--- src/rtl/afr_pkg.sv ---
// Package: register map, field layout and decode helpers for the analog config bank
package afr_pkg;

  // ************************************************************
  // Register map
  // ************************************************************
  localparam int unsigned ADDR_W = 6;
  localparam int unsigned DATA_W = 8;

  localparam logic [5:0] OFS_MAIN_CFG   = 6'h00;
  localparam logic [5:0] OFS_PWR_DOWN   = 6'h01;
  localparam logic [5:0] OFS_GAIN_TRIM  = 6'h02;
  localparam logic [5:0] OFS_CONV_TRIM  = 6'h03;

  localparam logic [7:0] RST_MAIN_CFG   = 8'h04;
  localparam logic [7:0] RST_PWR_DOWN   = 8'h00;
  localparam logic [7:0] RST_GAIN_TRIM  = 8'h24;
  localparam logic [7:0] RST_CONV_TRIM  = 8'h5B;

  // ************************************************************
  // Field positions
  // ************************************************************
  localparam int unsigned MC_CDS_BIT    = 0;
  localparam int unsigned MC_GAIN_BIT   = 2;
  localparam int unsigned MC_GATE_BIT   = 3;
  localparam int unsigned MC_FINE_BIT   = 5;
  localparam int unsigned MC_COARSE_BIT = 6;
  // Writable bits of main config: 6,5,3,2,0 (bit 4 and 1 reserved, 7 unused)
  localparam logic [7:0] MC_WR_MASK    = 8'h6D;

  localparam int unsigned PD_CONV1_BIT  = 0;
  localparam int unsigned PD_CONV2_BIT  = 1;
  localparam int unsigned PD_PGA1_BIT   = 2;
  localparam int unsigned PD_PGA2_BIT   = 3;
  localparam int unsigned PD_REF1_BIT   = 4;
  localparam int unsigned PD_REF2_BIT   = 5;
  localparam int unsigned PD_CLPV_BIT   = 6;
  localparam int unsigned PD_MASTER_BIT = 7;

  localparam int unsigned TRIM_LO_LSB   = 0;
  localparam int unsigned TRIM_HI_LSB   = 3;
  localparam int unsigned TRIM_W        = 3;
  localparam logic [7:0] GT_WR_MASK    = 8'h3F;
  localparam logic [7:0] CT_WR_MASK    = 8'hFF;

  // Non-binary converter power codes
  localparam logic [2:0] CT_CODE_25  = 3'h0;
  localparam logic [2:0] CT_CODE_50  = 3'h1;
  localparam logic [2:0] CT_CODE_75  = 3'h3;
  localparam logic [2:0] CT_CODE_100 = 3'h7;

  // ************************************************************
  // Types
  // ************************************************************
  typedef enum logic [3:0] {
    AFR_PWR_25  = 4'h1,
    AFR_PWR_50  = 4'h2,
    AFR_PWR_75  = 4'h4,
    AFR_PWR_100 = 4'h8
  } afr_pwr_level_e;

  typedef struct packed {
    logic       cds_en;
    logic       double_gain;
    logic       clamp_gate_en;
    logic       fine_dac_en;
    logic       coarse_dac_en;
  } afr_front_cfg_s;

  typedef struct packed {
    logic       clamp_buf_pd;
    logic [1:0] ref_buf_pd;
    logic [1:0] pga_pd;
    logic [1:0] conv_pd;
  } afr_power_s;

  typedef struct packed {
    logic [2:0]     pga_stage1_bias;
    logic [2:0]     pga_stage2_bias;
    afr_pwr_level_e conv_level2;
    afr_pwr_level_e conv_level1;
    logic           conv_code_bad;
  } afr_trim_s;

  // ************************************************************
  // Helpers
  // ************************************************************
  // Map a converter trim code onto a power level; unknown codes fall to 100%
  function automatic afr_pwr_level_e conv_level(input logic [2:0] code);
    afr_pwr_level_e lvl;
    case (code)
      CT_CODE_25:  lvl = AFR_PWR_25;
      CT_CODE_50:  lvl = AFR_PWR_50;
      CT_CODE_75:  lvl = AFR_PWR_75;
      default:     lvl = AFR_PWR_100;
    endcase
    return lvl;
  endfunction : conv_level

  function automatic logic conv_code_ok(input logic [2:0] code);
    return (code == CT_CODE_25) || (code == CT_CODE_50) ||
           (code == CT_CODE_75) || (code == CT_CODE_100);
  endfunction : conv_code_ok

endpackage : afr_pkg

--- src/rtl/afr_cfg_reg.sv ---
// Single 8-bit configuration register with write mask and reset value
`timescale 1ns/1ns
module afr_cfg_reg #(
  parameter logic [7:0] RESET_VAL = 8'h00,
  parameter logic [7:0] WR_MASK   = 8'hFF
) (
  // Clock and reset
  input  wire logic       core_clk_i,
  input  wire logic       reset_i,
  // Write side
  input  wire logic       wr_en_i,
  input  wire logic [7:0] wr_data_i,
  // Stored value
  output logic      [7:0] value_o
);

  logic [7:0] value_d;
  logic [7:0] value_q;

  // Masked bits keep their reset value, so unused bits never move
  always_comb begin
    value_d = value_q;
    if (wr_en_i) begin
      value_d = (wr_data_i & WR_MASK) | (RESET_VAL & ~WR_MASK);
    end
  end

  // Register stage
  always_ff @(posedge core_clk_i) begin
    if (reset_i) begin
      value_q <= RESET_VAL;
    end else begin
      value_q <= value_d;
    end
  end

  assign value_o = value_q;

endmodule : afr_cfg_reg

--- src/rtl/afr_clamp_gate.sv ---
// Clamp gating path: passes or ANDs the external clamp with the clamp window
`timescale 1ns/1ns
module afr_clamp_gate (
  // Clock and reset
  input  wire logic core_clk_i,
  input  wire logic reset_i,
  // Control
  input  wire logic gate_en_i,
  // Clamp sources
  input  wire logic ext_clamp_input_i,
  input  wire logic clamp_window_i,
  // Effective clamp
  output logic      clamp_o
);

  logic clamp_d;
  logic clamp_q;

  // Gated or plain clamp, registered to keep the output glitch free
  always_comb begin
    if (gate_en_i) begin
      clamp_d = ext_clamp_input_i & clamp_window_i;
    end else begin
      clamp_d = ext_clamp_input_i;
    end
  end

  // Register stage
  always_ff @(posedge core_clk_i) begin
    if (reset_i) begin
      clamp_q <= 1'b0;
    end else begin
      clamp_q <= clamp_d;
    end
  end

  assign clamp_o = clamp_q;

endmodule : afr_clamp_gate

--- src/rtl/afr_analog_cfg_regs.sv ---
// Analog configuration register bank: four registers and their decoded controls
// Contract
// RL1: Host loads baseline values after power-up
// RL2: Main bit 3 gates clamp with window
// RL3: Main bit 2 selects unity or double gain
// RL4: Main bit 0 enables correlated double sampling
// RL5: Main bits 6,5 enable coarse, fine DAC
// RL6: Power-down bit 7 overrides all lower bits
// RL7: Power-down bit 6 powers down clamp buffer
// RL8: Power-down bits 5,4 reference buffers
// RL9: Power-down bits 3,2 gain amplifiers
// RL10: Power-down bits 1,0 converters
// RL11: Gain trim bits 5:3 stage one bias
// RL12: Gain trim bits 2:0 stage two bias
// RL13: Converter trim bits 5:3 non-binary level
// RL14: Converter trim bits 2:0 non-binary level
// RL15: Host writes 01 into converter trim 7:6
//
// Added by the designer: strobed register access.
`timescale 1ns/1ns
module afr_analog_cfg_regs (
  // Clock and reset
  input  wire logic                        core_clk_i,
  input  wire logic                        reset_i,
  // Register port
  input  wire logic [afr_pkg::ADDR_W-1:0]  reg_addr_i,
  input  wire logic [afr_pkg::DATA_W-1:0]  reg_wdata_i,
  input  wire logic                        reg_wr_i,
  input  wire logic                        reg_rd_i,
  output logic      [afr_pkg::DATA_W-1:0]  reg_rdata_o,
  // Clamp sources
  input  wire logic                        ext_clamp_input_i,
  input  wire logic                        clamp_window_i,
  // Analog controls
  output logic                             clamp_o,
  output afr_pkg::afr_front_cfg_s          front_cfg_o,
  output logic                             master_pd_o,
  output afr_pkg::afr_power_s              power_o,
  output afr_pkg::afr_trim_s               trim_o
);

  // ************************************************************
  // Address decode
  // ************************************************************
  logic       wr_main;
  logic       wr_pd;
  logic       wr_gt;
  logic       wr_ct;
  logic [7:0] main_val;
  logic [7:0] pd_val;
  logic [7:0] gt_val;
  logic [7:0] ct_val;

  // One write enable per register; unmapped writes are dropped
  always_comb begin
    wr_main = reg_wr_i && (reg_addr_i == afr_pkg::OFS_MAIN_CFG);
    wr_pd   = reg_wr_i && (reg_addr_i == afr_pkg::OFS_PWR_DOWN);
    wr_gt   = reg_wr_i && (reg_addr_i == afr_pkg::OFS_GAIN_TRIM);
    wr_ct   = reg_wr_i && (reg_addr_i == afr_pkg::OFS_CONV_TRIM);
  end

  // ************************************************************
  // Storage
  // ************************************************************
  // Reset loads the baseline, so the bank is valid even before the host loads it
  afr_cfg_reg #(
    .RESET_VAL (afr_pkg::RST_MAIN_CFG),
    .WR_MASK   (afr_pkg::MC_WR_MASK)
  ) u_main (
    .core_clk_i (core_clk_i),
    .reset_i    (reset_i),
    .wr_en_i    (wr_main),
    .wr_data_i  (reg_wdata_i),
    .value_o    (main_val)
  ); // RL1 RL5

  afr_cfg_reg #(
    .RESET_VAL (afr_pkg::RST_PWR_DOWN),
    .WR_MASK   (8'hFF)
  ) u_pd (
    .core_clk_i (core_clk_i),
    .reset_i    (reset_i),
    .wr_en_i    (wr_pd),
    .wr_data_i  (reg_wdata_i),
    .value_o    (pd_val)
  );

  afr_cfg_reg #(
    .RESET_VAL (afr_pkg::RST_GAIN_TRIM),
    .WR_MASK   (afr_pkg::GT_WR_MASK)
  ) u_gt (
    .core_clk_i (core_clk_i),
    .reset_i    (reset_i),
    .wr_en_i    (wr_gt),
    .wr_data_i  (reg_wdata_i),
    .value_o    (gt_val)
  ); // RL12

  // Reserved top bits are stored as written; the host is trusted to write 01
  afr_cfg_reg #(
    .RESET_VAL (afr_pkg::RST_CONV_TRIM),
    .WR_MASK   (afr_pkg::CT_WR_MASK)
  ) u_ct (
    .core_clk_i (core_clk_i),
    .reset_i    (reset_i),
    .wr_en_i    (wr_ct),
    .wr_data_i  (reg_wdata_i),
    .value_o    (ct_val)
  ); // RL15

  // ************************************************************
  // Read path
  // ************************************************************
  logic [7:0] rdata_d;
  logic [7:0] rdata_q;

  // Data valid only in the cycle after the strobe; zero otherwise
  always_comb begin
    rdata_d = 8'h00;
    if (reg_rd_i) begin
      case (reg_addr_i)
        afr_pkg::OFS_MAIN_CFG:  rdata_d = main_val;
        afr_pkg::OFS_PWR_DOWN:  rdata_d = pd_val;
        afr_pkg::OFS_GAIN_TRIM: rdata_d = gt_val;
        afr_pkg::OFS_CONV_TRIM: rdata_d = ct_val;
        default:                rdata_d = 8'h00;
      endcase
    end
  end

  // ************************************************************
  // Decoded analog controls
  // ************************************************************
  afr_pkg::afr_front_cfg_s front_d;
  afr_pkg::afr_front_cfg_s front_q;
  afr_pkg::afr_power_s     power_d;
  afr_pkg::afr_power_s     power_q;
  afr_pkg::afr_trim_s      trim_d;
  afr_pkg::afr_trim_s      trim_q;
  logic                    master_d;
  logic                    master_q;

  // Front-end mode bits
  always_comb begin
    front_d.cds_en        = main_val[afr_pkg::MC_CDS_BIT];    // RL4
    front_d.double_gain   = main_val[afr_pkg::MC_GAIN_BIT];   // RL3
    front_d.clamp_gate_en = main_val[afr_pkg::MC_GATE_BIT];   // RL2
    front_d.fine_dac_en   = main_val[afr_pkg::MC_FINE_BIT];   // RL5
    front_d.coarse_dac_en = main_val[afr_pkg::MC_COARSE_BIT]; // RL5
  end

  // Master power-down forces every block down, whatever the lower bits hold
  always_comb begin
    master_d              = pd_val[afr_pkg::PD_MASTER_BIT]; // RL6
    power_d.clamp_buf_pd  = master_d | pd_val[afr_pkg::PD_CLPV_BIT];  // RL7
    power_d.ref_buf_pd[1] = master_d | pd_val[afr_pkg::PD_REF2_BIT];  // RL8
    power_d.ref_buf_pd[0] = master_d | pd_val[afr_pkg::PD_REF1_BIT];  // RL8
    power_d.pga_pd[1]     = master_d | pd_val[afr_pkg::PD_PGA2_BIT];  // RL9
    power_d.pga_pd[0]     = master_d | pd_val[afr_pkg::PD_PGA1_BIT];  // RL9
    power_d.conv_pd[1]    = master_d | pd_val[afr_pkg::PD_CONV2_BIT]; // RL10
    power_d.conv_pd[0]    = master_d | pd_val[afr_pkg::PD_CONV1_BIT]; // RL10
  end

  // Trim fields; converter codes decoded since they are not binary weighted
  always_comb begin
    trim_d.pga_stage1_bias = gt_val[afr_pkg::TRIM_HI_LSB +: afr_pkg::TRIM_W]; // RL11
    trim_d.pga_stage2_bias = gt_val[afr_pkg::TRIM_LO_LSB +: afr_pkg::TRIM_W]; // RL12
    trim_d.conv_level2     = afr_pkg::conv_level(ct_val[afr_pkg::TRIM_HI_LSB +: afr_pkg::TRIM_W]); // RL13
    trim_d.conv_level1     = afr_pkg::conv_level(ct_val[afr_pkg::TRIM_LO_LSB +: afr_pkg::TRIM_W]); // RL14
    trim_d.conv_code_bad   = !afr_pkg::conv_code_ok(ct_val[afr_pkg::TRIM_HI_LSB +: afr_pkg::TRIM_W]) ||
                             !afr_pkg::conv_code_ok(ct_val[afr_pkg::TRIM_LO_LSB +: afr_pkg::TRIM_W]);
  end

  // Output register stage; controls follow a write by two edges
  // Reset values mirror the decoded register baselines, so nothing jumps on release
  always_ff @(posedge core_clk_i) begin
    if (reset_i) begin
      rdata_q  <= 8'h00;
      front_q  <= '{cds_en:        afr_pkg::RST_MAIN_CFG[afr_pkg::MC_CDS_BIT],
                    double_gain:   afr_pkg::RST_MAIN_CFG[afr_pkg::MC_GAIN_BIT],
                    clamp_gate_en: afr_pkg::RST_MAIN_CFG[afr_pkg::MC_GATE_BIT],
                    fine_dac_en:   afr_pkg::RST_MAIN_CFG[afr_pkg::MC_FINE_BIT],
                    coarse_dac_en: afr_pkg::RST_MAIN_CFG[afr_pkg::MC_COARSE_BIT]};
      power_q  <= '0;
      master_q <= 1'b0;
      trim_q   <= '{pga_stage1_bias: afr_pkg::RST_GAIN_TRIM[afr_pkg::TRIM_HI_LSB +: afr_pkg::TRIM_W],
                    pga_stage2_bias: afr_pkg::RST_GAIN_TRIM[afr_pkg::TRIM_LO_LSB +: afr_pkg::TRIM_W],
                    conv_level2:     afr_pkg::AFR_PWR_75,
                    conv_level1:     afr_pkg::AFR_PWR_75,
                    conv_code_bad:   1'b0}; // RL13 RL14
    end else begin
      rdata_q  <= rdata_d;
      front_q  <= front_d;
      power_q  <= power_d;
      master_q <= master_d;
      trim_q   <= trim_d;
    end
  end

  // ************************************************************
  // Clamp path
  // ************************************************************
  afr_clamp_gate u_clamp (
    .core_clk_i        (core_clk_i),
    .reset_i           (reset_i),
    .gate_en_i         (main_val[afr_pkg::MC_GATE_BIT]),
    .ext_clamp_input_i (ext_clamp_input_i),
    .clamp_window_i    (clamp_window_i),
    .clamp_o           (clamp_o)
  ); // RL2

  assign reg_rdata_o = rdata_q;
  assign front_cfg_o = front_q;
  assign power_o     = power_q;
  assign master_pd_o = master_q;
  assign trim_o      = trim_q;

endmodule : afr_analog_cfg_regs

--- config.mk ---
export PLATFORM = sky130hd
export DESIGN_NAME = afr_analog_cfg_regs
export DESIGN_NICKNAME = d
export VERILOG_FILES = /design/src/rtl/afr_pkg.sv /design/src/rtl/afr_cfg_reg.sv /design/src/rtl/afr_clamp_gate.sv /design/src/rtl/afr_analog_cfg_regs.sv
export SDC_FILE = /design/constraint.sdc
export NUM_CORES = 1
export LEC_CHECK = 0
export BUFFER_PORTS_ARGS = -buffer_cell sky130_fd_sc_hd__buf_2
export CAP_MARGIN = 20
export CELL_PAD_IN_SITES_DETAIL_PLACEMENT = 0
export CELL_PAD_IN_SITES_GLOBAL_PLACEMENT = 1
export CORE_ASPECT_RATIO = 0.6
export CORE_MARGIN = 3
export CORE_UTILIZATION = 39
export DETAILED_ROUTE_END_ITERATION = 16
export GPL_TIMING_DRIVEN = 0
export PLACE_DENSITY_LB_ADDON = 0.1
export SLEW_MARGIN = 5
export SYNTH_ARGS = -nofsm -noshare
export SYNTH_HDL_FRONTEND = slang
export SYNTH_SLANG_ARGS = --single-unit
export TNS_END_PERCENT = 100
--- constraint.sdc ---
create_clock -name core_clk_i -period 1.6 [get_ports core_clk_i]
set_input_delay 0.24 -clock core_clk_i [delete_from_list [all_inputs] [get_ports core_clk_i]]
set_output_delay 0.24 -clock core_clk_i [all_outputs]
set_load 0.01 [all_outputs]
==> flow_summary.toml <==
[timing]
drv_slew = 0
worst_pin_slew_ns = 0.628
finalHoldViolCount = 0
min_period_over_period_pct = 89.8
hold_slack_ns = 0.133
setup_tns_ns = 0
max_freq_mhz = 696
fin_crit_ns = 1.44
slew_headroom_pct = 58.1
setup-violations-final = 0
worst_slack_ns = 0.163
fin_skew_ns = 0.00537
rsz0062_at_grt = "no"

[placed_design]
dp_cells = 357
port_buffers = 55
post-dp-hpwl_um = 3850
gp_congestion = 0.773
place_ws_ns = -0.240

[power]
p_int_uw = 2460
powerDensity_mw_per_mm2 = 1100
combPwrFrac_pct = 4.5
vdd_ir_drop_max_mv = 0.607
power_switching_uw = 660
p_clk_share_pct = 44.0
p_seq_share_pct = 51.5
switching_share_pct = 21.2
leakage_uw = 0.00136

[detailed_routing]
drt_iter0_drc = 69
wl_per_cell_um = 14.4
routed_wirelength_um = 5360
drtAntennaViolNets = 0
detailroute.via_count = 1739
viasPerCell = 4.66
drc = 0
drtPass1Iterations = 6

[worst_setup_path]
crit_top_cell = "buf_2"
cp-end-kind = "flop"
crit_fanout = 10
path_buf_inv = 2
crit_family = "simple AND/OR/NAND/NOR gates"
slowest_stage = "nand3_1"
required_ns = 1.81
startpoint_type = "primary input"
path_cells = "buf_2, nor4_1, buf_2, nand3_1, mux2i_1"
cp_data_arrival_time_ns = 1.65
worstSetupPathType = "primary input to flop"
slowest_delay_ns = 0.42

[clocking]
numCtsBuffers = 9
root_buffer = "clkbuf_8"
clk_latency_ns = 0.34
h-tree-depth = 3
post_cts_buffers = 0
clock-sinks = 64
path_clk_slew_ns = 0.06
tritoncts = "yes"
clk_path_buf_depth = 2

[finish]
final_cells = 373
post-route-util_pct = 53.2
syn_to_final_growth_pct = 25.6
fillers = 564
drive_gt1_share_pct = 27.7
diodes = 0
fin_nets = 311

[yosys]
ys_ff_latch = 64
yosysUniqueCellTypes = 29
synth-main-ff-cell = "dfxtp_1"
synth_async_sr_flop_share_pct = 0
synth_area_mm2 = 0.00225
syn-num-nets = 245
synth_cells = 225
ys_seq_area_share_pct = 57.0
syn_area_per_cell_um2 = 9.99
synth_edf_count = 0
synth_warnings = 0

[global_routing]
antenna_found_initial = 0
grt_util_all_layers_pct = 17.2
grt_pass1_wl_um = 8780
overflow = 0
grt_pass1_vias = 1690
grt_max_degree = 11

[worst_hold_path]
hold_path_class = "primary input to flop"

[outcome]
status = "finished, final reports clean"

[die]
rows = 20
dieArea_mm2 = 0.00674
die_x_um = 104
ios = 57
core_area_mm2 = 0.00531
dieHeight_um = 64.8
start_util_pct = 42.4

[job]
maxCapViolCount = 0
what timing repair did:
action                                  CTS  global route
hold buffers                              0             0
endpoints found under the setup margin    0             1
resized for setup                         0             1
state kept, by name, indices dropped and copies added (netlist names):
| signal | count |
|---|---|
| trim_o | 15 |
| u_ct.value_o | 8 |
| master_pd_o | 1 |
| front_cfg_o | 5 |
| u_clamp.clamp_o | 1 |
| reg_rdata_o | 8 |
| u_pd.value_o | 8 |
| u_gt.value_o | 6 |
| power_o | 7 |
| u_main.value_o | 5 |
worst paths after layout:
check | start | endpoint | slack [ns] | cells past startpoint
setup reg to reg | u_pd.value_o[7] | reg_rdata_o[7] | 0.37 | 3
setup / recovery | reg_addr_i[3] | u_main.value_o[2] | 0.16 | 5
hold reg to reg | u_gt.value_o[2] | trim_o[11] | 0.45 | 2
hold / removal | ext_clamp_input_i | u_clamp.clamp_o | 0.13 | 2
power by group through the flow:
stage	Combinational [uW]	Clock, uW	Sequential, uW
floorplan	75.8	0	1640
global placement	141	0	1640
detailed placement	141	0	1640
CTS	142	1410	1600
global route	157	1500	1600
finish	141	1370	1600
per-stage QoR:
stage	total power (uW)	cell area (um2)
floorplan	1720	2250
global placement	1780	2620
detailed placement	1780	2620
CTS	3150	2820
global route	3260	2820
finish	3120	2820
layout make-up:
type	instances	area [um2]	area share, %
buffer	13	55.1	1.95
clock buffer	13	159	5.63
clock inverter	3	40.0	1.42
inverter	18	67.6	2.39
multi-input combinational	130	848	30.1
sequential	64	1280	45.4
tap	77	96.3	3.41
timing repair buffer	55	275	9.75
cells in the mapped netlist, types with 2 or more instances:
master | count | area [um2]
nor2b_1 | 7 | 43.8
nor4_1 | 5 | 31.3
nor3_1 | 5 | 25.0
nand2b_1 | 2 | 12.5
inv_1 | 18 | 67.6
buf_1 | 2 | 7.51
o31ai_1 | 3 | 22.5
mux4_2 | 4 | 90.1
a21oi_1 | 9 | 45.0
and3_1 | 2 | 12.5
nor2_1 | 24 | 90.1
o21ai_0 | 6 | 30.0
clkbuf_1 | 6 | 22.5
nand2_1 | 23 | 86.3
mux2_2 | 2 | 22.5
mux2i_1 | 20 | 200
a22oi_1 | 3 | 22.5
nand3_1 | 6 | 30.0
dfxtp_1 | 64 | 1280
buf_2 | 5 | 25.0
logic make-up after synthesis:
group / after synthesis / synth area share (%)
AND/OR/NAND/NOR: 79 / 16.9
flip-flops: 64 / 57.0
buffers and inverters: 31 / 5.46
multiplexers: 27 / 14.4
AO/OA/AOI/OAI: 24 / 6.18
layout by cell type (no fill, tap or decap), types with 2 or more instances in the layout:
cell,count
nor2_1,24
nand2b_1,2
inv_1,18
a22oi_1,3
mux2i_1,20
buf_2,60
o31ai_1,3
nand3_1,5
and3_1,2
nor2b_1,7
mux4_2,4
buf_1,2
a21oi_1,9
dfxtp_1,64
clkinv_2,2
clkbuf_8,11
nand2_1,23
mux2_2,2
o21ai_0,6
clkbuf_1,8
nor3_1,5
nor4_1,5
routing by layer:
layer	routed length [um]	up-vias	global-route usage (%)
met5	0	-	0
met4	44	0	5.97
met3	391	8	6.17
met2	2290	52	25.6
met1	2630	791	23.2
li1	-	888	-
Power figures use the tool's default switching activity.
